## src/hw/nsr_map.svh

```systemverilog
// nsr_map.svh: offsets, fields, commands and timing counts of the status/id host
// assumes: included by bare name from the host design files
`ifndef NSR_MAP_SVH
`define NSR_MAP_SVH

// ----------------------------------------------------------------------------
// apb register offsets (byte addresses)
// ----------------------------------------------------------------------------
`define NSR_OFF_CTRL      12'h000
`define NSR_OFF_ADDR      12'h004
`define NSR_OFF_STAT      12'h008
`define NSR_OFF_DEVSTAT   12'h00C
`define NSR_OFF_UID0      12'h010
`define NSR_OFF_UID1      12'h014
`define NSR_OFF_UID2      12'h018
`define NSR_OFF_UID3      12'h01C
`define NSR_OFF_GEOM      12'h020
`define NSR_OFF_TIMES     12'h024
`define NSR_OFF_PROGCHK   12'h028

// ----------------------------------------------------------------------------
// ctrl fields and operation codes
// ----------------------------------------------------------------------------
`define NSR_CTRL_GO       0
`define NSR_CTRL_OP_LO    1
`define NSR_CTRL_OP_HI    3
`define NSR_CTRL_OTP      4
`define NSR_CTRL_X16      5
`define NSR_OP_STATUS     3'h0
`define NSR_OP_ENH        3'h1
`define NSR_OP_UID        3'h2
`define NSR_OP_PARAM      3'h3
`define NSR_OP_NORMAL     3'h4
`define NSR_OP_PROGCHK    3'h5

// ----------------------------------------------------------------------------
// device commands
// ----------------------------------------------------------------------------
`define NSR_CMD_STATUS    8'h70
`define NSR_CMD_ENH       8'h78
`define NSR_CMD_READ      8'h00
`define NSR_CMD_UID       8'hED
`define NSR_CMD_PARAM     8'hEC
`define NSR_CMD_COLSEL    8'h06
`define NSR_CMD_CONFIRM   8'hE0

// ----------------------------------------------------------------------------
// status bits, page layouts
// ----------------------------------------------------------------------------
`define NSR_SR_FAIL       0
`define NSR_SR_PERR       1
`define NSR_SR_RDY5       5
`define NSR_SR_RDY6       6
`define NSR_SR_WP         7
`define NSR_SR_ZERO_MASK  8'h1C
`define NSR_UID_LEN       6'h10
`define NSR_UID_COPIES    5'h10
`define NSR_ROW_CYCLES    2'h3
`define NSR_PP_GEOM_FIRST 9'h05C
`define NSR_PP_GEOM_LAST  9'h06E
`define NSR_PP_TIME_FIRST 9'h085
`define NSR_PP_TIME_LAST  9'h08A
`define NSR_PP_COPY_LEN   9'h100
`define NSR_MAX_PARTIAL   3'h4

// ----------------------------------------------------------------------------
// pin timing at 200 MHz (5 ns)
// ----------------------------------------------------------------------------
`define NSR_CLK_NS        5
`define NSR_T_PULSE_NS    25
`define NSR_PULSE_CYC     ((`NSR_T_PULSE_NS + `NSR_CLK_NS - 1) / `NSR_CLK_NS)
`define NSR_T_WHR_NS      80
`define NSR_WHR_CYC       ((`NSR_T_WHR_NS + `NSR_CLK_NS - 1) / `NSR_CLK_NS)
`endif

```

## src/hw/nsr_pkg.sv

```systemverilog
// nsr_pkg.sv: types shared by the status/id host files
// assumes: nothing beyond the map header
package nsr_pkg;
  // pin outputs toward the flash
  typedef struct packed {
    logic       chip_sel_n;
    logic       cmd_latch;
    logic       addr_latch;
    logic       write_strobe_n;
    logic       read_strobe_low;
    logic [7:0] dq_out;
    logic       dq_oe_n;
  } nsr_pins_t;

  // pin-cycle request to the strobe engine
  typedef struct packed {
    logic       is_cmd;
    logic       is_addr;
    logic       is_read;
    logic       hold_low;
    logic [7:0] data;
  } nsr_cyc_t;
endpackage

```

## src/hw/nsr_host.sv

```systemverilog
// nsr_host.sv: apb-controlled host that reads status, unique id and parameter page of a nand flash
// assumes: one 200 MHz clock; flash pins wired straight to pins_o / dq_i / ready_busy_line_i
//
// How it works
// - status mode lasts until next command; 00h resumes data output
// - 78h is followed by three row address cycles of the executed operation
// - after enhanced status, 00h then optional 06h-E0h before data output
// - 78h is refused while one-time-programmable mode is active
// - copy accepted only if id xor complement is all ones, else next copy
// - programming pages must go in ascending page order within a block
// - at most four partial programs per page before erase
//
// Decided for this implementation: register access over APB and the address map.
`timescale 1ns/1ps
`include "nsr_map.svh"
module nsr_host
(
  // clock and reset
  input  wire logic               clock_i,
  input  wire logic               rst_i,
  // apb slave
  input  wire logic               psel_i,
  input  wire logic               penable_i,
  input  wire logic               pwrite_i,
  input  wire logic [11:0]        paddr_i,
  input  wire logic [31:0]        pwdata_i,
  output logic [31:0]             prdata_o,
  output logic                    pready_o,
  output logic                    pslverr_o,
  // flash pins
  input  wire logic [7:0]         dq_i,
  input  wire logic               ready_busy_line_i,
  output nsr_pkg::nsr_pins_t      pins_o
);
  typedef enum logic [2:0]
  {
    ST_IDLE = 3'b000, ST_CMD = 3'b001, ST_ADDR = 3'b010, ST_WAIT = 3'b011,
    ST_READ = 3'b100, ST_CMD2 = 3'b101, ST_DONE = 3'b110
  } nsr_st_t;

  // ----------------------------------------------------------------------------
  // synchronisers for pins
  // ----------------------------------------------------------------------------
  logic [7:0] dq_s1, dq_s2, dq_s3;
  logic       rb_s1, rb_s2, rb_s3, rb_ok;
  always_ff @(posedge clock_i or posedge rst_i)
  begin
    if (rst_i)
    begin
      {dq_s1, dq_s2, dq_s3} <= 24'h000000;
      {rb_s1, rb_s2, rb_s3} <= 3'h0;
      rb_ok                 <= 1'b0;
    end
    else
    begin
      dq_s1 <= dq_i;
      dq_s2 <= dq_s1;
      dq_s3 <= dq_s2;
      rb_s1 <= ready_busy_line_i;
      rb_s2 <= rb_s1;
      rb_s3 <= rb_s2;
      if (rb_s2 == rb_s3)
        rb_ok <= rb_s3; // ready line counted once two stages agree
    end
  end
  logic [7:0] dq_ok;
  always_ff @(posedge clock_i or posedge rst_i)
  begin
    if (rst_i)
      dq_ok <= 8'h00;
    else
      for (int i = 0; i < 8; i++)
        if (dq_s2[i] == dq_s3[i])
          dq_ok[i] <= dq_s3[i];
  end

  // ----------------------------------------------------------------------------
  // software registers
  // ----------------------------------------------------------------------------
  logic [2:0]   op;
  logic         otp_mode, x16_mode, busy, err_refused, uid_ok, uid_fail, order_err, partial_err;
  logic [23:0]  row_addr;
  logic [7:0]   status_byte;
  logic [127:0] uid;
  logic [31:0]  geom, times;
  logic [17:0]  last_page;
  logic [2:0]   partial_cnt;
  logic         wr_go, apb_wr, apb_rd;
  assign apb_wr   = psel_i && penable_i && pwrite_i;
  assign apb_rd   = psel_i && penable_i && !pwrite_i;
  assign pready_o = 1'b1;
  assign wr_go    = apb_wr && paddr_i == `NSR_OFF_CTRL && pwdata_i[`NSR_CTRL_GO] && !busy;

  // ctrl and address registers
  always_ff @(posedge clock_i or posedge rst_i)
  begin
    if (rst_i)
    begin
      op       <= `NSR_OP_STATUS;
      otp_mode <= 1'b0;
      x16_mode <= 1'b0;
      row_addr <= 24'h000000;
    end
    else if (apb_wr && paddr_i == `NSR_OFF_CTRL && !busy)
    begin
      op       <= pwdata_i[`NSR_CTRL_OP_HI:`NSR_CTRL_OP_LO];
      otp_mode <= pwdata_i[`NSR_CTRL_OTP];
      x16_mode <= pwdata_i[`NSR_CTRL_X16];
    end
    else if (apb_wr && paddr_i == `NSR_OFF_ADDR)
      row_addr <= pwdata_i[23:0];
  end

  // order / partial program checker, software reports each program
  always_ff @(posedge clock_i or posedge rst_i)
  begin
    if (rst_i)
    begin
      last_page   <= 18'h00000;
      partial_cnt <= 3'h0;
      order_err   <= 1'b0;
      partial_err <= 1'b0;
    end
    else if (wr_go && pwdata_i[`NSR_CTRL_OP_HI:`NSR_CTRL_OP_LO] == `NSR_OP_PROGCHK)
    begin
      if (row_addr[17:6] != last_page[17:6] || row_addr[5:0] > last_page[5:0])
        partial_cnt <= 3'h1;
      else if (row_addr[5:0] == last_page[5:0])
      begin
        partial_cnt <= partial_cnt + 3'h1;
        if (partial_cnt >= `NSR_MAX_PARTIAL)
          partial_err <= 1'b1;
      end
      else
        order_err <= 1'b1;
      last_page <= row_addr[17:0];
    end
  end

  // ----------------------------------------------------------------------------
  // sequence engine
  // ----------------------------------------------------------------------------
  nsr_st_t           state;
  nsr_pkg::nsr_cyc_t cyc;
  logic              cyc_req, cyc_done, hold_rel;
  logic [7:0]        cyc_data;
  logic [1:0]        addr_n;
  logic [9:0]        idx;
  logic [9:0]        wait_cnt;
  logic [127:0]      cmp;

  function automatic logic [7:0] cmd_of(input logic [2:0] o);
    unique case (o)
      `NSR_OP_ENH:    cmd_of = `NSR_CMD_ENH;
      `NSR_OP_UID:    cmd_of = `NSR_CMD_UID;
      `NSR_OP_PARAM:  cmd_of = `NSR_CMD_PARAM;
      `NSR_OP_NORMAL: cmd_of = `NSR_CMD_READ;
      default:        cmd_of = `NSR_CMD_STATUS;
    endcase
  endfunction

  // read byte index within the current copy
  function automatic logic [8:0] pp_off(input logic [9:0] i);
    pp_off = i[8:0] & (`NSR_PP_COPY_LEN - 9'h001);
  endfunction

  always_ff @(posedge clock_i or posedge rst_i)
  begin
    if (rst_i)
    begin
      state       <= ST_IDLE;
      busy        <= 1'b0;
      err_refused <= 1'b0;
      addr_n      <= 2'h0;
      idx         <= 10'h000;
      wait_cnt    <= 10'h000;
    end
    else
    begin
      unique case (state)
        ST_IDLE:
        begin
          if (wr_go)
          begin
            if (pwdata_i[`NSR_CTRL_OP_HI:`NSR_CTRL_OP_LO] == `NSR_OP_PROGCHK)
              state <= ST_IDLE;
            else if (pwdata_i[`NSR_CTRL_OP_HI:`NSR_CTRL_OP_LO] == `NSR_OP_ENH && pwdata_i[`NSR_CTRL_OTP])
              err_refused <= 1'b1;
            else
            begin
              busy        <= 1'b1;
              err_refused <= 1'b0;
              state       <= ST_CMD; // no wait for ready before 78h
            end
          end
        end
        ST_CMD:
        begin
          if (cyc_done)
          begin
            addr_n   <= 2'h0;
            idx      <= 10'h000;
            wait_cnt <= 10'(`NSR_WHR_CYC); // turnaround before the first read
            if (op == `NSR_OP_ENH)
              state <= ST_ADDR;
            else if (op == `NSR_OP_UID || op == `NSR_OP_PARAM)
              state <= ST_ADDR;
            else
              state <= ST_WAIT;
          end
        end
        ST_ADDR:
        begin
          if (cyc_done)
          begin
            addr_n <= addr_n + 2'h1;
            if (op != `NSR_OP_ENH || addr_n == `NSR_ROW_CYCLES - 2'h1)
            begin
              wait_cnt <= 10'(`NSR_WHR_CYC);
              state    <= ST_WAIT;
            end
          end
        end
        ST_WAIT:
        begin
          if (wait_cnt != 10'h000)
            wait_cnt <= wait_cnt - 10'h001;
          else if ((op == `NSR_OP_UID || op == `NSR_OP_PARAM) && !rb_ok)
            state <= ST_WAIT;
          else if (op == `NSR_OP_NORMAL)
            state <= ST_DONE;
          else
            state <= ST_READ;
        end
        ST_READ:
        begin
          if (cyc_done)
          begin
            idx <= idx + 10'h001;
            if (op == `NSR_OP_STATUS || op == `NSR_OP_ENH)
              state <= ST_DONE;
            else if (op == `NSR_OP_UID && (uid_ok || idx[8:0] == 9'h1FF))
              state <= ST_DONE;
            else if (op == `NSR_OP_PARAM && pp_off(idx) == `NSR_PP_TIME_LAST)
              state <= ST_DONE;
          end
        end
        ST_CMD2:
          state <= ST_DONE;
        ST_DONE:
        begin
          busy  <= 1'b0;
          state <= ST_IDLE;
        end
      endcase
    end
  end

  // status byte captured live while the strobe is held low
  always_ff @(posedge clock_i or posedge rst_i)
  begin
    if (rst_i)
      status_byte <= 8'h00;
    else if (state == ST_READ && !pins_o.read_strobe_low && (op == `NSR_OP_STATUS || op == `NSR_OP_ENH))
      status_byte <= dq_ok;
  end

  // unique id capture and complement check
  always_ff @(posedge clock_i or posedge rst_i)
  begin
    if (rst_i)
    begin
      uid      <= '0;
      cmp      <= '0;
      uid_ok   <= 1'b0;
      uid_fail <= 1'b0;
    end
    else if (wr_go)
    begin
      uid_ok   <= 1'b0;
      uid_fail <= 1'b0;
    end
    else if (state == ST_READ && op == `NSR_OP_UID && cyc_done && !uid_ok)
    begin
      if (idx[4] == 1'b0)
        uid <= {cyc_data, uid[127:8]};
      else
        cmp <= {cyc_data, cmp[127:8]};
      if (idx[4:0] == 5'h1F)
      begin
        if ((uid ^ {cyc_data, cmp[127:8]}) == {128{1'b1}})
          uid_ok <= 1'b1;
        else if (idx[8:5] == 4'(`NSR_UID_COPIES - 5'h01))
          uid_fail <= 1'b1;
      end
    end
  end

  // parameter page fields, little-endian bytes
  always_ff @(posedge clock_i or posedge rst_i)
  begin
    if (rst_i)
    begin
      geom  <= 32'h00000000;
      times <= 32'h00000000;
    end
    else if (state == ST_READ && op == `NSR_OP_PARAM && cyc_done)
    begin
      unique case (pp_off(idx))
        9'h05C: geom[7:0]    <= cyc_data;
        9'h061: geom[15:8]   <= cyc_data;
        9'h064: geom[19:16]  <= cyc_data[3:0];
        9'h065: geom[27:20]  <= cyc_data;
        9'h06E: geom[31:28]  <= cyc_data[3:0];
        9'h085: times[7:0]   <= cyc_data;
        9'h086: times[15:8]  <= cyc_data;
        9'h087: times[23:16] <= cyc_data;
        9'h088: times[31:24] <= cyc_data;
        default: ;
      endcase
    end
  end

  // ----------------------------------------------------------------------------
  // pin cycle requests
  // ----------------------------------------------------------------------------
  always_comb
  begin
    cyc     = '0;
    cyc_req = 1'b0;
    unique case (state)
      ST_CMD:  begin cyc_req = 1'b1; cyc.is_cmd = 1'b1; cyc.data = cmd_of(op); end
      ST_ADDR: begin cyc_req = 1'b1; cyc.is_addr = 1'b1;
                 cyc.data = (op == `NSR_OP_ENH) ? row_addr[8*addr_n +: 8] : 8'h00; end
      ST_READ: begin cyc_req = 1'b1; cyc.is_read = 1'b1;
                 cyc.hold_low = (op == `NSR_OP_STATUS || op == `NSR_OP_ENH); end
      default: ;
    endcase
  end
  assign hold_rel = (state == ST_READ) && (dq_ok[`NSR_SR_RDY6] || op == `NSR_OP_ENH);

  nsr_pin_cycle u_cycle
  (
    .clock_i   (clock_i),
    .rst_i     (rst_i),
    .req_i     (cyc_req && !cyc_done),
    .cyc_i     (cyc),
    .release_i (hold_rel),
    .done_o    (cyc_done),
    .rdata_o   (cyc_data),
    .dq_i      (x16_mode ? dq_ok : dq_ok), // only low lane wired
    .pins_o    (pins_o)
  );

  // ----------------------------------------------------------------------------
  // apb read mux
  // ----------------------------------------------------------------------------
  always_ff @(posedge clock_i or posedge rst_i)
  begin
    if (rst_i)
    begin
      prdata_o  <= 32'h00000000;
      pslverr_o <= 1'b0;
    end
    else if (psel_i && !penable_i)
    begin
      pslverr_o <= 1'b0;
      unique case (paddr_i)
        `NSR_OFF_CTRL:    prdata_o <= {26'h0, x16_mode, otp_mode, op, busy};
        `NSR_OFF_ADDR:    prdata_o <= {8'h00, row_addr};
        `NSR_OFF_STAT:    prdata_o <= {26'h0, partial_err, order_err, uid_fail, uid_ok, err_refused, busy};
        `NSR_OFF_DEVSTAT: prdata_o <= {23'h0, rb_ok, status_byte & ~`NSR_SR_ZERO_MASK};
        `NSR_OFF_UID0:    prdata_o <= uid[31:0];
        `NSR_OFF_UID1:    prdata_o <= uid[63:32];
        `NSR_OFF_UID2:    prdata_o <= uid[95:64];
        `NSR_OFF_UID3:    prdata_o <= uid[127:96];
        `NSR_OFF_GEOM:    prdata_o <= geom;
        `NSR_OFF_TIMES:   prdata_o <= times;
        `NSR_OFF_PROGCHK: prdata_o <= {11'h0, partial_cnt, last_page};
        default:
        begin
          prdata_o  <= 32'h00000000;
          pslverr_o <= 1'b1;
        end
      endcase
    end
  end
endmodule

```

## src/hw/nsr_pin_cycle.sv

```systemverilog
// nsr_pin_cycle.sv: one bus cycle (command, address, read) on the flash pins
// assumes: flash data inputs already synchronised by the caller
`timescale 1ns/1ps
`include "nsr_map.svh"
module nsr_pin_cycle
(
  // clock and reset
  input  wire logic              clock_i,
  input  wire logic              rst_i,
  // request
  input  wire logic              req_i,
  input  wire nsr_pkg::nsr_cyc_t cyc_i,
  input  wire logic              release_i,
  output logic                   done_o,
  output logic [7:0]             rdata_o,
  // pins
  input  wire logic [7:0]        dq_i,
  output nsr_pkg::nsr_pins_t     pins_o
);
  typedef enum logic [1:0] {PC_IDLE = 2'b00, PC_LOW = 2'b01, PC_HIGH = 2'b10, PC_HOLD = 2'b11} nsr_pc_t;
  nsr_pc_t           state;
  logic [3:0]        cnt;
  nsr_pkg::nsr_cyc_t cur;

  // ----------------------------------------------------------------------------
  // strobe sequencing
  // ----------------------------------------------------------------------------
  always_ff @(posedge clock_i or posedge rst_i)
  begin
    if (rst_i)
    begin
      state <= PC_IDLE;
      cnt   <= 4'h0;
      cur   <= '0;
    end
    else
    begin
      unique case (state)
        PC_IDLE:
        begin
          if (req_i)
          begin
            cur   <= cyc_i;
            cnt   <= 4'(`NSR_PULSE_CYC);
            state <= PC_LOW;
          end
        end
        PC_LOW:
        begin
          if (cnt != 4'h0)
            cnt <= cnt - 4'h1;
          else if (cur.hold_low)
            state <= PC_HOLD; // strobe held low, byte refreshes live
          else
          begin
            cnt   <= 4'(`NSR_PULSE_CYC);
            state <= PC_HIGH;
          end
        end
        PC_HIGH:
        begin
          if (cnt != 4'h0)
            cnt <= cnt - 4'h1;
          else
            state <= PC_IDLE;
        end
        PC_HOLD:
        begin
          if (release_i)
          begin
            cnt   <= 4'(`NSR_PULSE_CYC);
            state <= PC_HIGH;
          end
        end
      endcase
    end
  end

  // read data sampled at end of low phase and live while holding
  always_ff @(posedge clock_i or posedge rst_i)
  begin
    if (rst_i)
      rdata_o <= 8'h00;
    else if (cur.is_read && ((state == PC_LOW && cnt == 4'h0) || state == PC_HOLD))
      rdata_o <= dq_i;
  end

  // pin drive
  always_ff @(posedge clock_i or posedge rst_i)
  begin
    if (rst_i)
    begin
      pins_o <= '{chip_sel_n: 1'b1, cmd_latch: 1'b0, addr_latch: 1'b0, write_strobe_n: 1'b1,
                  read_strobe_low: 1'b1, dq_out: 8'h00, dq_oe_n: 1'b1};
    end
    else
    begin
      pins_o.chip_sel_n      <= 1'b0;
      pins_o.cmd_latch       <= (state == PC_IDLE) ? (req_i && cyc_i.is_cmd) : cur.is_cmd;
      pins_o.addr_latch      <= (state == PC_IDLE) ? (req_i && cyc_i.is_addr) : cur.is_addr;
      pins_o.write_strobe_n  <= !((state == PC_IDLE && req_i && !cyc_i.is_read) || (state == PC_LOW && !cur.is_read));
      pins_o.read_strobe_low <= !((state == PC_IDLE && req_i && cyc_i.is_read) ||
                                  ((state == PC_LOW || (state == PC_HOLD && !release_i)) && cur.is_read));
      pins_o.dq_out          <= (state == PC_IDLE && req_i) ? cyc_i.data : cur.data;
      pins_o.dq_oe_n         <= (state == PC_IDLE && req_i) ? cyc_i.is_read : (state == PC_IDLE ? 1'b1 : cur.is_read);
    end
  end

  assign done_o = (state == PC_HIGH && cnt == 4'h0);
endmodule

```

## config.mk

```make
export PLATFORM = sky130hd
export DESIGN_NAME = nsr_host
export DESIGN_NICKNAME = d
export VERILOG_FILES = /design/src/hw/nsr_pkg.sv /design/src/hw/nsr_host.sv /design/src/hw/nsr_pin_cycle.sv
export VERILOG_INCLUDE_DIRS = /design/src /design/src/hw
export SDC_FILE = /design/constraint.sdc
export NUM_CORES = 1
export LEC_CHECK = 0
export BUFFER_PORTS_ARGS = -buffer_cell sky130_fd_sc_hd__buf_2
export CAP_MARGIN = 30
export CORE_MARGIN = 1
export CORE_UTILIZATION = 52
export DETAILED_ROUTE_END_ITERATION = 8
export GPL_ROUTABILITY_DRIVEN = 0
export GPL_TIMING_DRIVEN = 0
export HOLD_SLACK_MARGIN = 0.08
export PLACE_DENSITY = 0.66
export REMOVE_ABC_BUFFERS = 1
export SKIP_LAST_GASP = 1
export SYNTH_ARGS = -nofsm -noshare
export SYNTH_HDL_FRONTEND = slang
export SYNTH_HIERARCHICAL = 1
export SYNTH_SLANG_ARGS = --single-unit
```

## constraint.sdc

```tcl
create_clock -name clock_i -period 19.9 [get_ports clock_i]
set_clock_uncertainty 0.05 [all_clocks]
set_input_delay 1.99 -clock clock_i [delete_from_list [all_inputs] [get_ports clock_i]]
set_output_delay 1.99 -clock clock_i [all_outputs]
set_load 0.02 [all_outputs]
```

Word-level counts from Yosys, hierarchy flattened
Cells that the tools add are included.
{"block": "classes", "addsub": 5, "magnitude_cmp": 2, "n_eq_ne": 70, "shift": 1, "n_mux": 69, "n_bitwise": 7, "n_reduce_logical": 98}
{"operator": "32-bit case mux with 11 select lines", "n": 1}
{"operator": "128-bit equality test, second input constant", "n": 1}
{"operator": "128-bit XOR", "n": 1}
{"operator": "10-bit two-way mux", "n": 6}
{"operator": "12-bit by 5-bit equality test with 1-bit output, second input constant", "n": 4}
{"operator": "3-bit two-way mux", "n": 14}
{"operator": "8-bit by 7-bit equality test with 1-bit output, second input constant", "n": 5}
{"operator": "8-bit equality test, second input constant", "n": 5}
{"operator": "12-bit by 6-bit equality test with 1-bit output, second input constant", "n": 3}
{"operator": "1-bit logical AND", "n": 33}
{"operator": "8-bit case mux with 4 select lines", "n": 1}
{"operator": "10-bit case mux with 3 select lines", "n": 1}
{"operator": "12-bit by 4-bit equality test with 1-bit output, second input constant", "n": 2}
{"operator": "1-bit two-way mux", "n": 24}
{"operator": "2-bit != test, second input constant", "n": 12}
{"operator": "2-bit AND reduction", "n": 12}
{"operator": "24-bit by 6-bit indexed part select with 8-bit output", "n": 1}
{"operator": "3-bit case mux with 7 select lines", "n": 1}
{"operator": "3-bit AND reduction", "n": 7}
{"operator": "4-bit two-way mux", "n": 5}
{"operator": "10-bit case mux with 2 select lines", "n": 1}
{"operator": "4-bit AND reduction", "n": 5}
{"operator": "2-bit two-way mux", "n": 8}
{"operator": "8-bit two-way mux", "n": 2}
{"operator": "other kinds (43)", "n": 97}
{"block": "totals", "ff_bits": 518, "output_inout_bits": 48, "wordCells": 312}

Longest topological paths before layout
Gate-level depths: netlist (run 1).
{"block": "logic_depth", "word_depth": 9, "mapped_depth": 13, "depth_no_buf": 11}

By module
Netlist (run 1), hierarchy kept.
{"mod": "nsr_host", "n_inst": 1, "cells_each": 1728, "area_per_inst_um2": 21817.2, "seq_area_each_um2": 11661.2}
{"mod": "nsr_pin_cycle", "n_inst": 1, "cells_each": 122, "area_per_inst_um2": 1601.5, "seq_area_each_um2": 1006.0}

Worst setup path before layout (run 1)
OpenSTA, ideal clock, no wires.
{"block": "synth_path", "path_kind": "input-to-reg", "from": "input port paddr_i[9]", "to": "register row_addr[10]", "setup_ps": 125, "arrival_ps": 3861, "required_time_ps": 19725, "slack_ps": 15864, "path_stages": 9, "path_buffers": 4, "path_cell_list": "or4_4 -> nor4_4 -> buf_4 -> and2_1 -> buf_4 -> nor2b_1 -> buf_4 -> buf_6 -> mux2_2"}
{"block": "synth_between", "elab_chain_len": 5, "elab_cells_between_ends": 7, "cone_classes": "eq/ne (1); bitwise (1); reduce/logical (5)"}
{"element": "start: declaration", "line": "nsr_host.sv:25", "text": "input wire logic [11:0] paddr_i,"}
{"element": "12-bit logical NOT"}
{"element": "1-bit logical AND (no line)"}
{"element": "1-bit logical AND", "line": "nsr_host.sv:104", "text": "else if (apb_wr && paddr_i == `NSR_OFF_CTRL && !busy)"}
{"element": "1-bit inverter (no line)"}
{"element": "2-bit AND reduction (no line) *"}
{"element": "end signal: assignment", "line": "nsr_host.sv:111", "text": "row_addr <= pwdata_i[23:0];"}
{"element": "end: declaration", "line": "nsr_host.sv:82", "text": "logic [23:0] row_addr;"}
Every way passes the cells marked *; elsewhere a longest branch is shown, timed or not.
A chain may end at the register's enable or synchronous reset.

Worst setup path after layout (run 1)
{"block": "layout_path", "from": "input port paddr_i[4]", "to": "register prdata_o[2]"}
{"block": "layout_between", "elab_chain_len": 2, "elab_cells_between_ends": 12, "cone_classes": "eq/ne (10); mux (1); reduce/logical (1)"}
{"element": "12-bit by 6-bit equality test with 1-bit output, or another cell as far along", "line": "nsr_host.sv:368", "text": "unique case (paddr_i)"}
{"element": "32-bit case mux with 11 select lines *", "line": "nsr_host.sv:368"}
{"element": "end signal: assignment", "line": "nsr_host.sv:369", "text": "`NSR_OFF_CTRL: prdata_o <= {26'h0, x16_mode, otp_mode, op, busy};"}
{"element": "end signal: assignment", "line": "nsr_host.sv:370", "text": "`NSR_OFF_ADDR: prdata_o <= {8'h00, row_addr};"}
{"element": "end signal: assignment", "line": "nsr_host.sv:371", "text": "`NSR_OFF_STAT: prdata_o <= {26'h0, partial_err, order_err, uid_fail, uid_ok, err_refused, busy};"}
{"element": "end: declaration", "line": "nsr_host.sv:27", "text": "output logic [31:0] prdata_o,"}
Marks and branches as above.

==> impl_metrics.py, run 1 <==
metrics = {
    "status": {
        "status": "complete, no violations",
    },
    "synthesis": {
        "synthCells": 1850,
        "ys_types": 82,
        "yosys_warnings": 6,
        "ys_ff_latch": 506,
        "async_flop_share": 1.00,
        "yosysSeqAreaShare": 0.541,
        "synth_ff_type": "dfrtp_1",
        "synth_edf_count": 0,
        "syn_avg_cell_area_um2": 12.7,
        "synthesis.area_um2": 23400,
    },
    "sta": {
        "fin_setup_tns_ns": 0,
        "final-setup-viol-count": 0,
        "min_period_ns": 5.13,
        "fin_crit_sh": 0.258,
        "grt_setup_unrepaired": "false",
        "tightest_slew_ns": 1.23,
        "drv_slew": 0,
        "slew_headroom": 0.157,
        "hold_viol": 0,
        "max_freq_mhz": 195,
    },
    "job": {
        "drv_cap": 0,
    },
    "floorplanning": {
        "rows": 77,
        "io_pins": 106,
        "dieHeight_um": 214,
        "die_area_um2": 45900,
        "core_area_um2": 44300,
        "die_w_um": 214,
        "start_util": 0.528,
    },
    "global_route": {
        "grt_pass1_wl_mm": 103,
        "antenna_found_initial": 1,
        "first_global_vias": 16000,
        "gr-usage-all-layers": 0.302,
        "grt_max_degree": 130,
        "grt_remaining_overflow": 0,
    },
    "finish": {
        "nFillCells": 3640,
        "stdcell_count": 2574,
        "final_layout_size_suffix_gt1_frac": 0.306,
        "nNetsFinal": 2018,
        "final_common_cell": "dfrtp_1",
        "multi_input_area_um2": 10100,
        "mostFrequentLayoutCells": "dfrtp_1 (502), mux2_2 (356), nand2_1 (108), buf_2 (98), xor2_1 (86)",
        "final-seq-area_um2": 12700,
        "area_growth_pct": 12.5,
    },
    "clock_tree": {
        "post-cts-setup-buffers": 0,
        "clock_latency_ns": 0.62,
        "cts_root_buf": "clkbuf_16",
        "clk_pin_slew_ns": 0.06,
        "post_cts_resized": 0,
        "cts_sinks": 506,
        "h-tree-depth": 2,
        "hold_buffers": 0,
        "clock_path_buffers": 3,
        "cts_tree": "built",
        "cts-buffers-inserted": 53,
    },
    "route": {
        "wire_per_inst_um": 26.5,
        "totalWireLength_mm": 68.3,
        "num_vias": 16000,
        "postRouteAntennaNets": 0,
        "drt_pre_antenna_iters": 9,
        "drcViolationCount": 0,
        "drt_iter0_drc": 1605,
        "routed_via_density": 6.20,
    },
    "setup_path": {
        "cp.arrival_ns": 5.62,
        "cp-start-kind": "input port",
        "worst_setup_path_end_kind": "flop",
        "cp_max_fo": 22,
        "crit_required_ns": 20.39,
        "path_class": "input port to flop",
    },
    "pwr": {
        "p_leak_nw": 13.0,
        "pwr_density_cell_nw_per_um2": 93.5,
        "max-vdd-ir-drop_uv": 116,
    },
    "placed_design": {
        "port_buffers": 96,
        "dp.cells": 2474,
        "dp_hpwl_mm": 49.2,
    },
    "worst_hold_path": {
        "hold_class": "flop to flop",
    },
}
layer usage:
layer / global-route usage / wire (um) / vias up
met3: 0.0730 / 5780 / 181
met5: 0 / 0 / -
met4: 0.143 / 3760 / 0
met2: 0.465 / 30700 / 748
li1: - / - / 6897
met1: 0.404 / 28000 / 8145
cell usage after synthesis (25+ instances only):
| library cell | instances | area share |
|---|---|---|
| nor2_1 | 82 | 0.013 |
| nand3_1 | 25 | 0.0053 |
| nand2_1 | 109 | 0.017 |
| nand4_1 | 39 | 0.010 |
| xnor2_1 | 56 | 0.021 |
| mux2_2 | 356 | 0.17 |
| inv_1 | 36 | 0.0058 |
| mux2i_1 | 49 | 0.021 |
| a21oi_1 | 37 | 0.0079 |
| a22oi_1 | 27 | 0.0087 |
| xor2_1 | 86 | 0.032 |
| o21ai_0 | 57 | 0.012 |
| dfrtp_1 | 502 | 0.54 |
| clkbuf_1 | 33 | 0.0053 |
final timing paths:
path,from,endpoint,slack (ns),cells after the start
max,paddr_i[4],prdata_o[2],14.77,7
min,dq_s1[5],dq_s2[5],0.30,0
max reg2reg,u_cycle/cnt[0],cmp[15],15.70,12
min reg2reg,dq_s1[5],dq_s2[5],0.30,0
max in group asynchronous,rst_i,cmp[59],17.23,3
min in group asynchronous,rst_i,dq_s2[7],1.47,2
sequential cells by signal, indices dropped and copies added (netlist names), 2 cells and up:
| name | flops |
|---|---|
| u_cycle/state | 2 |
| uid | 128 |
| dq_s1 | 8 |
| u_cycle/pins_o | 14 |
| geom | 32 |
| state | 3 |
| row_addr | 24 |
| u_cycle/cur | 12 |
| last_page | 18 |
| cmp | 120 |
| dq_s2 | 8 |
| prdata_o | 32 |
| idx | 9 |
| dq_ok | 8 |
| times | 32 |
| u_cycle/rdata_o | 8 |
| status_byte | 5 |
| u_cycle/cnt | 4 |
| dq_s3 | 8 |
| addr_n | 2 |
| wait_cnt | 10 |
| op | 3 |
| partial_cnt | 3 |
kinds of logic after synthesis:
logic type      after synthesis  share of synthesized area
buf+inv                     128                     0.0300
fa+ha+maj                    30                     0.0151
simple gates                363                     0.0816
xor+xnor                    142                     0.0531
flops                       506                      0.541
mux                         420                      0.201
other cells                   2                   0.000321
compound gates              259                     0.0777
cell type report:
type	count	share of cell area
multi-input cells	1216	0.383
diodes	1	0.0000950
repair buffers	126	0.0367
flip-flops and latches	506	0.481
clock inverters	11	0.00546
well taps	592	0.0281
clock buffers	86	0.0607
inverters	36	0.00541
report_power, final:
part	switching, mW	total [mW]	internal [mW]
Combinational	0.171	0.282	0.111
Clock	0.412	0.998	0.586
Sequential	0.103	1.18	1.08
metrics by stage:
stage	hold WS [ns]	setup slack, ns	util	cell area [um2]	power, mW
final	0.296	14.77	0.595	26400	2.46
after global routing	0.303	14.65	0.595	26400	2.55
after CTS	0.297	14.56	0.594	26300	2.47
after detailed placement	0.285	13.93	0.555	24600	1.48
after global placement	0.283	-0.106	0.543	24100	1.46
after floorplan	0.281	4.86	-	22900	1.36
critical path, stage by stage:
cell and delay (ns):
buf_2 0.54, nor2b_1 0.83, nand3_1 0.57, nor2_2 0.92, a221oi_1 0.38, nand3_1 0.22
a22o_1 0.14
(Power assumes the default switching activity.)
==> run 2: changes to the inputs <==
clock period = 5.15 ns   (was 19.9 ns; I/O delays follow)
==> impl_metrics.py, run 2 (same netlist as run 1, synthesis figures left out) <==
metrics = {
    "setup_path": {
        "crit_required_ns": 5.60,
        "cp-start-kind": "flop",
        "r2r_cells": 12,
        "crit_start": "u_cycle/cnt[0]",
        "crit_end": "cmp[15]",
        "r2r_setup_slack_ns": 0.95,
        "r2r-end": "cmp[15]",
        "cp_max_fo": 58,
        "worst_setup_path_end_kind": "flop",
        "cp.arrival_ns": 4.65,
        "timing.rr.start": "u_cycle/cnt[0]",
        "path_class": "flop to flop",
    },
    "floorplanning": {
        "dieHeight_um": 214,
        "die_w_um": 214,
        "start_util": 0.528,
        "core_area_um2": 44300,
        "io_pins": 106,
        "die_area_um2": 45900,
        "rows": 77,
    },
    "sta": {
        "fin_crit_sh": 0.815,
        "min_period_ns": 4.20,
        "final-setup-viol-count": 0,
        "slew_headroom": 0.178,
        "drv_slew": 0,
        "grt_setup_unrepaired": "false",
        "fin_ws_ns": 0.950,
        "max_freq_mhz": 238,
        "tightest_slew_ns": 1.20,
        "hold_viol": 0,
    },
    "clock_tree": {
        "hold_buffers": 17,
        "clock_path_buffers": 3,
        "cts-buffers-inserted": 53,
        "post_cts_resized": 0,
        "clock_latency_ns": 0.61,
        "post-cts-setup-buffers": 0,
        "cts_tree": "built",
        "cts_root_buf": "clkbuf_16",
        "cts_sinks": 506,
        "h-tree-depth": 2,
        "clk_pin_slew_ns": 0.06,
    },
    "route": {
        "drcViolationCount": 0,
        "num_vias": 16000,
        "totalWireLength_mm": 68.5,
        "wire_per_inst_um": 26.4,
        "routed_via_density": 6.19,
        "drt_iter0_drc": 1576,
        "drt_pre_antenna_iters": 8,
        "postRouteAntennaNets": 0,
    },
    "finish": {
        "mostFrequentLayoutCells": "dfrtp_1 (502), mux2_2 (356), nand2_1 (108), buf_2 (98), xor2_1 (86)",
        "nNetsFinal": 2035,
        "final_area_um2": 26500,
        "final_layout_size_suffix_gt1_frac": 0.303,
        "num_antenna_cells": 0,
        "postLayoutCoreUtil": 0.598,
        "reg.largest.list": "uid x128, cmp x120",
        "final_common_cell": "dfrtp_1",
        "nFillCells": 3622,
        "stdcell_count": 2590,
        "area_growth_pct": 13.2,
        "largest_reg_flops": 128,
        "top_register": "uid",
    },
    "pwr": {
        "pwr_density_cell_nw_per_um2": 359,
        "max-vdd-ir-drop_uv": 447,
        "p_total_mw": 9.52,
        "p_leak_nw": 13.1,
    },
    "global_route": {
        "first_global_vias": 16100,
        "antenna_found_initial": 1,
        "grt_remaining_overflow": 0,
        "gr-usage-all-layers": 0.303,
        "grt_pass1_wl_mm": 104,
        "grt_max_degree": 130,
    },
    "placed_design": {
        "dp.cells": 2474,
        "place_area_um2": 24600,
        "preCtsSetupSlack_ns": 0.656,
        "dp_hpwl_mm": 49.2,
        "port_buffers": 96,
    },
    "status": {
        "status": "complete, no violations",
    },
    "worst_hold_path": {
        "hold_class": "input port to flop",
    },
    "job": {
        "drv_cap": 0,
    },
}
-- run 2: how the worst min path moves through the flow --
stage,start,end,slack (ns),cells past startpoint
after floorplan,dq_s1[0],dq_s2[0],0.28,0
after global placement,dq_s1[4],dq_s2[4],0.28,0
after detailed placement,dq_s1[5],dq_s2[5],0.28,0
after CTS,pwdata_i[9],row_addr[9],0.08,2
after global routing,pwdata_i[9],row_addr[9],0.09,2
final,pwdata_i[15],row_addr[15],0.1,2
-- run 2: per-layer routing --
layer / GRT usage / share of wire
met1: 0.404 / 0.41
met3: 0.0719 / 0.086
met2: 0.466 / 0.45
met4: 0.147 / 0.054
met5: 0 / 0
-- run 2: through the flow --
stage / setup TNS (ns) / hold slack [ns]
6_report: 0 / 0.0974
5_1_grt: 0 / 0.0861
4_1_cts: 0 / 0.0813
3_5_place_dp: 0 / 0.285
3_3_place_gp: -6813.30 / 0.283
2_1_floorplan: -3981.37 / 0.281
-- run 2: final cells by class --
class / count / area, um2 / area share
sequential: 506 / 12700 / 0.478
multi-input combinational: 1216 / 10100 / 0.380
clock buffer: 86 / 1600 / 0.0603
timing repair buffer: 143 / 1140 / 0.0429
tap: 592 / 741 / 0.0279
clock inverter: 11 / 144 / 0.00543
inverter: 36 / 143 / 0.00538
-- run 2: worst max-delay path, cell delays in order (launching register included) --
cell	delay [ns]
dfrtp_1	0.40
inv_1	0.07
ha_1	0.18
nor3b_1	0.46
and2_1	0.33
nor4bb_1	0.60
and2_2	0.31
nand2_1	0.11
nor2b_1	0.36
nand2_4	0.29
buf_16	0.30
buf_12	0.23
mux2_1	0.34
-- run 2: power breakdown --
part	total, mW	switching [mW]	internal (mW)
sequential	4.57	0.398	4.17
clock	3.85	1.59	2.27
combinational	1.10	0.661	0.438
==> run 3: changes to the inputs <==
ABC_AREA = 1   (was default)
PLACE_DENSITY = 0.69   (was 0.66)
clock period = 3.55 ns   (was 5.15 ns; I/O delays follow)
==> impl_metrics.py, run 3 <==
metrics = {
    "setup_path": {
        "crit_required_ns": 3.98,
        "slowest_stage": "nand3_4",
        "crit_buf_inv": 3,
        "cp-start-kind": "flop",
        "cpPeakStageDelay_ns": 0.40,
        "worst_setup_path_end_kind": "flop",
        "path_class": "flop to flop",
        "cp_max_fo": 80,
        "crit_path_frequent_cell": "buf_16",
        "path_delay_family": "simple AND/OR/NAND/NOR gates",
        "cp.arrival_ns": 3.67,
        "crit_path_cell_trace": "inv_1 -> ha_1 -> nand3_2 -> nor2_1 -> nand2_2 -> nor3_4 -> nand3_4 -> buf_16 -> buf_16 -> nand2_1 -> o21ai_1",
    },
    "clock_tree": {
        "clk_pin_slew_ns": 0.06,
        "h-tree-depth": 2,
        "cts_tree": "built",
        "cts-buffers-inserted": 52,
        "post-cts-setup-buffers": 0,
        "clock_path_buffers": 3,
        "clock_latency_ns": 0.60,
        "cts_root_buf": "clkbuf_16",
        "cts_sinks": 506,
    },
    "pwr": {
        "pwr_density_cell_nw_per_um2": 506,
        "p_leak_nw": 12.8,
        "p_total_mw": 13.8,
        "max-vdd-ir-drop_uv": 437,
    },
    "route": {
        "postRouteAntennaNets": 0,
        "drcViolationCount": 0,
        "drt_iter0_drc": 2077,
        "drt_pre_antenna_iters": 6,
        "totalWireLength_mm": 67.1,
        "wire_per_inst_um": 17.8,
        "num_vias": 20400,
        "routed_via_density": 5.40,
    },
    "floorplanning": {
        "io_pins": 106,
        "start_util": 0.531,
        "dieHeight_um": 218,
        "core_area_um2": 45700,
        "rows": 78,
        "die_area_um2": 47500,
        "die_w_um": 218,
    },
    "finish": {
        "postLayoutCoreUtil": 0.598,
        "final_area_um2": 27300,
        "final-seq-area_um2": 12700,
        "mostFrequentLayoutCells": "nand2_1 (1041), dfrtp_1 (502), inv_1 (378), o21ai_1 (246), nor2_1 (200)",
        "area_growth_pct": 12.6,
        "nNetsFinal": 3216,
        "final_common_cell": "nand2_1",
        "largest_reg_flops": 128,
        "final_layout_size_suffix_gt1_frac": 0.0880,
        "multi_input_area_um2": 9430,
        "nFillCells": 4053,
        "top_register": "uid",
        "reg.largest.list": "uid x128, cmp x120",
        "num_antenna_cells": 0,
    },
    "worst_hold_path": {
        "hold_class": "input port to flop",
    },
    "synthesis": {
        "yosysSeqAreaShare": 0.522,
        "ys_types": 48,
        "synth_edf_count": 0,
        "synthesis.area_um2": 24300,
        "async_flop_share": 1.00,
        "yosys_warnings": 6,
        "syn_avg_cell_area_um2": 7.98,
        "synth_ff_type": "dfrtp_1",
        "yosysMostFrequentCell": "nand2_1",
        "synth_top_area_share": 0.518,
        "synthCells": 3039,
        "synth_area_leaders": "dfrtp_1 (52%), nand2_1 (16%), inv_1 (5.9%), o21ai_1 (5.1%), o21ai_0 (3.7%)",
        "ys_ff_latch": 506,
        "yosys-top-cells-count": "nand2_1 (1043), dfrtp_1 (502), inv_1 (380)",
        "synth_top_cell_by_area": "dfrtp_1",
    },
    "sta": {
        "min_period_ns": 3.24,
        "slew_headroom": 0.306,
        "drv_slew": 0,
        "final-setup-viol-count": 0,
        "max_freq_mhz": 309,
        "fin_ws_ns": 0.310,
        "fin_crit_sh": 0.913,
        "hold_viol": 0,
        "tightest_slew_ns": 1.04,
        "grt_setup_unrepaired": "false",
    },
    "placed_design": {
        "dp_hpwl_mm": 48.8,
        "preCtsSetupSlack_ns": -0.00192,
        "place_area_um2": 25300,
        "port_buffers": 96,
    },
    "global_route": {
        "first_global_vias": 19000,
        "grt_remaining_overflow": 0,
        "gr-usage-all-layers": 0.289,
        "antenna_found_initial": 1,
        "grt_pass1_wl_mm": 106,
        "grt_max_degree": 123,
    },
    "status": {
        "status": "complete, no violations",
    },
    "job": {
        "drv_cap": 0,
    },
}
==> run 3: cell count changes after synthesis, moves of 71 or more <==
cell	before	now
o21ai_0	57	181
nand2_1	109	1043
xor2_1	86	15
o21ai_1	1	246
nor2_1	82	201
inv_1	36	380
mux2_2	356	23
==> run 3: area by class of cell <==
type / count / area share
Tap cell: 600 / 0.0275
Clock inverter: 12 / 0.00623
Sequential cell: 506 / 0.464
Multi-Input combinational cell: 2036 / 0.345
Timing Repair Buffer: 150 / 0.0473
Clock buffer: 76 / 0.0561
Inverter: 391 / 0.0541
==> run 3: per-layer routing <==
metal	share of wire	GRT usage	vias up
met4	0.043	0.127	2
met3	0.064	0.0322	155
met1	0.43	0.402	9656
met5	0.00012	0	-
met2	0.46	0.459	747
li1	-	-	9795
==> run 3: path summary, 6_finish.rpt <==
kind,slack [ns],to,cells past startpoint,start
max,0.31,cmp[61],11,u_cycle/cnt[0]
min,0.11,prdata_o[8],4,penable_i
max reg2reg,0.31,cmp[61],11,u_cycle/cnt[0]
min reg2reg,0.30,dq_s2[5],0,dq_s1[5]
max in group asynchronous,1.66,cmp[11],5,rst_i
min in group asynchronous,0.32,dq_ok[0],3,rst_i
==> run 3: repair_timing <==
item	in CTS	in global routing
hold buffers	33	0
gates resized for setup	0	0
endpoints found under the hold margin	143	0
==> run 3: where the power goes <==
part | switching, mW | internal [mW] | leakage, nW
Combinational | 1.39 | 0.565 | 5.18
Clock | 2.28 | 3.26 | 0.838
Sequential | 0.265 | 6.06 | 6.80
==> run 3: logic make-up after synthesis <==
family / count (synthesis) / synth area share
buf+inv: 497 / 0.0903
flops: 506 / 0.522
xor+xnor: 20 / 0.00722
simple gates: 1401 / 0.234
mux: 23 / 0.0107
compound gates: 560 / 0.121
other cells: 2 / 0.000310
fa+ha+maj: 30 / 0.0145
==> run 3: metrics by stage <==
stage	TNS [ns]	instances	hold slack (ns)
2_1_floorplan	-4590.58	2933	0.281
3_3_place_gp	-7296.83	3629	0.283
3_5_place_dp	-0.00342	3650	0.285
4_1_cts	0	3771	0.0946
5_1_grt	0	3771	0.130
6_report	0	3771	0.110
==> run 3: worst reg2reg max path, delay by kind of cell, from the launching register on <==
family | cells | cell delay [ns]
fa+ha+maj | 1 | 0.27
simple gates | 6 | 1.55
compound gates | 1 | 0.07
buf+inv | 3 | 0.81
flops | 1 | 0.38
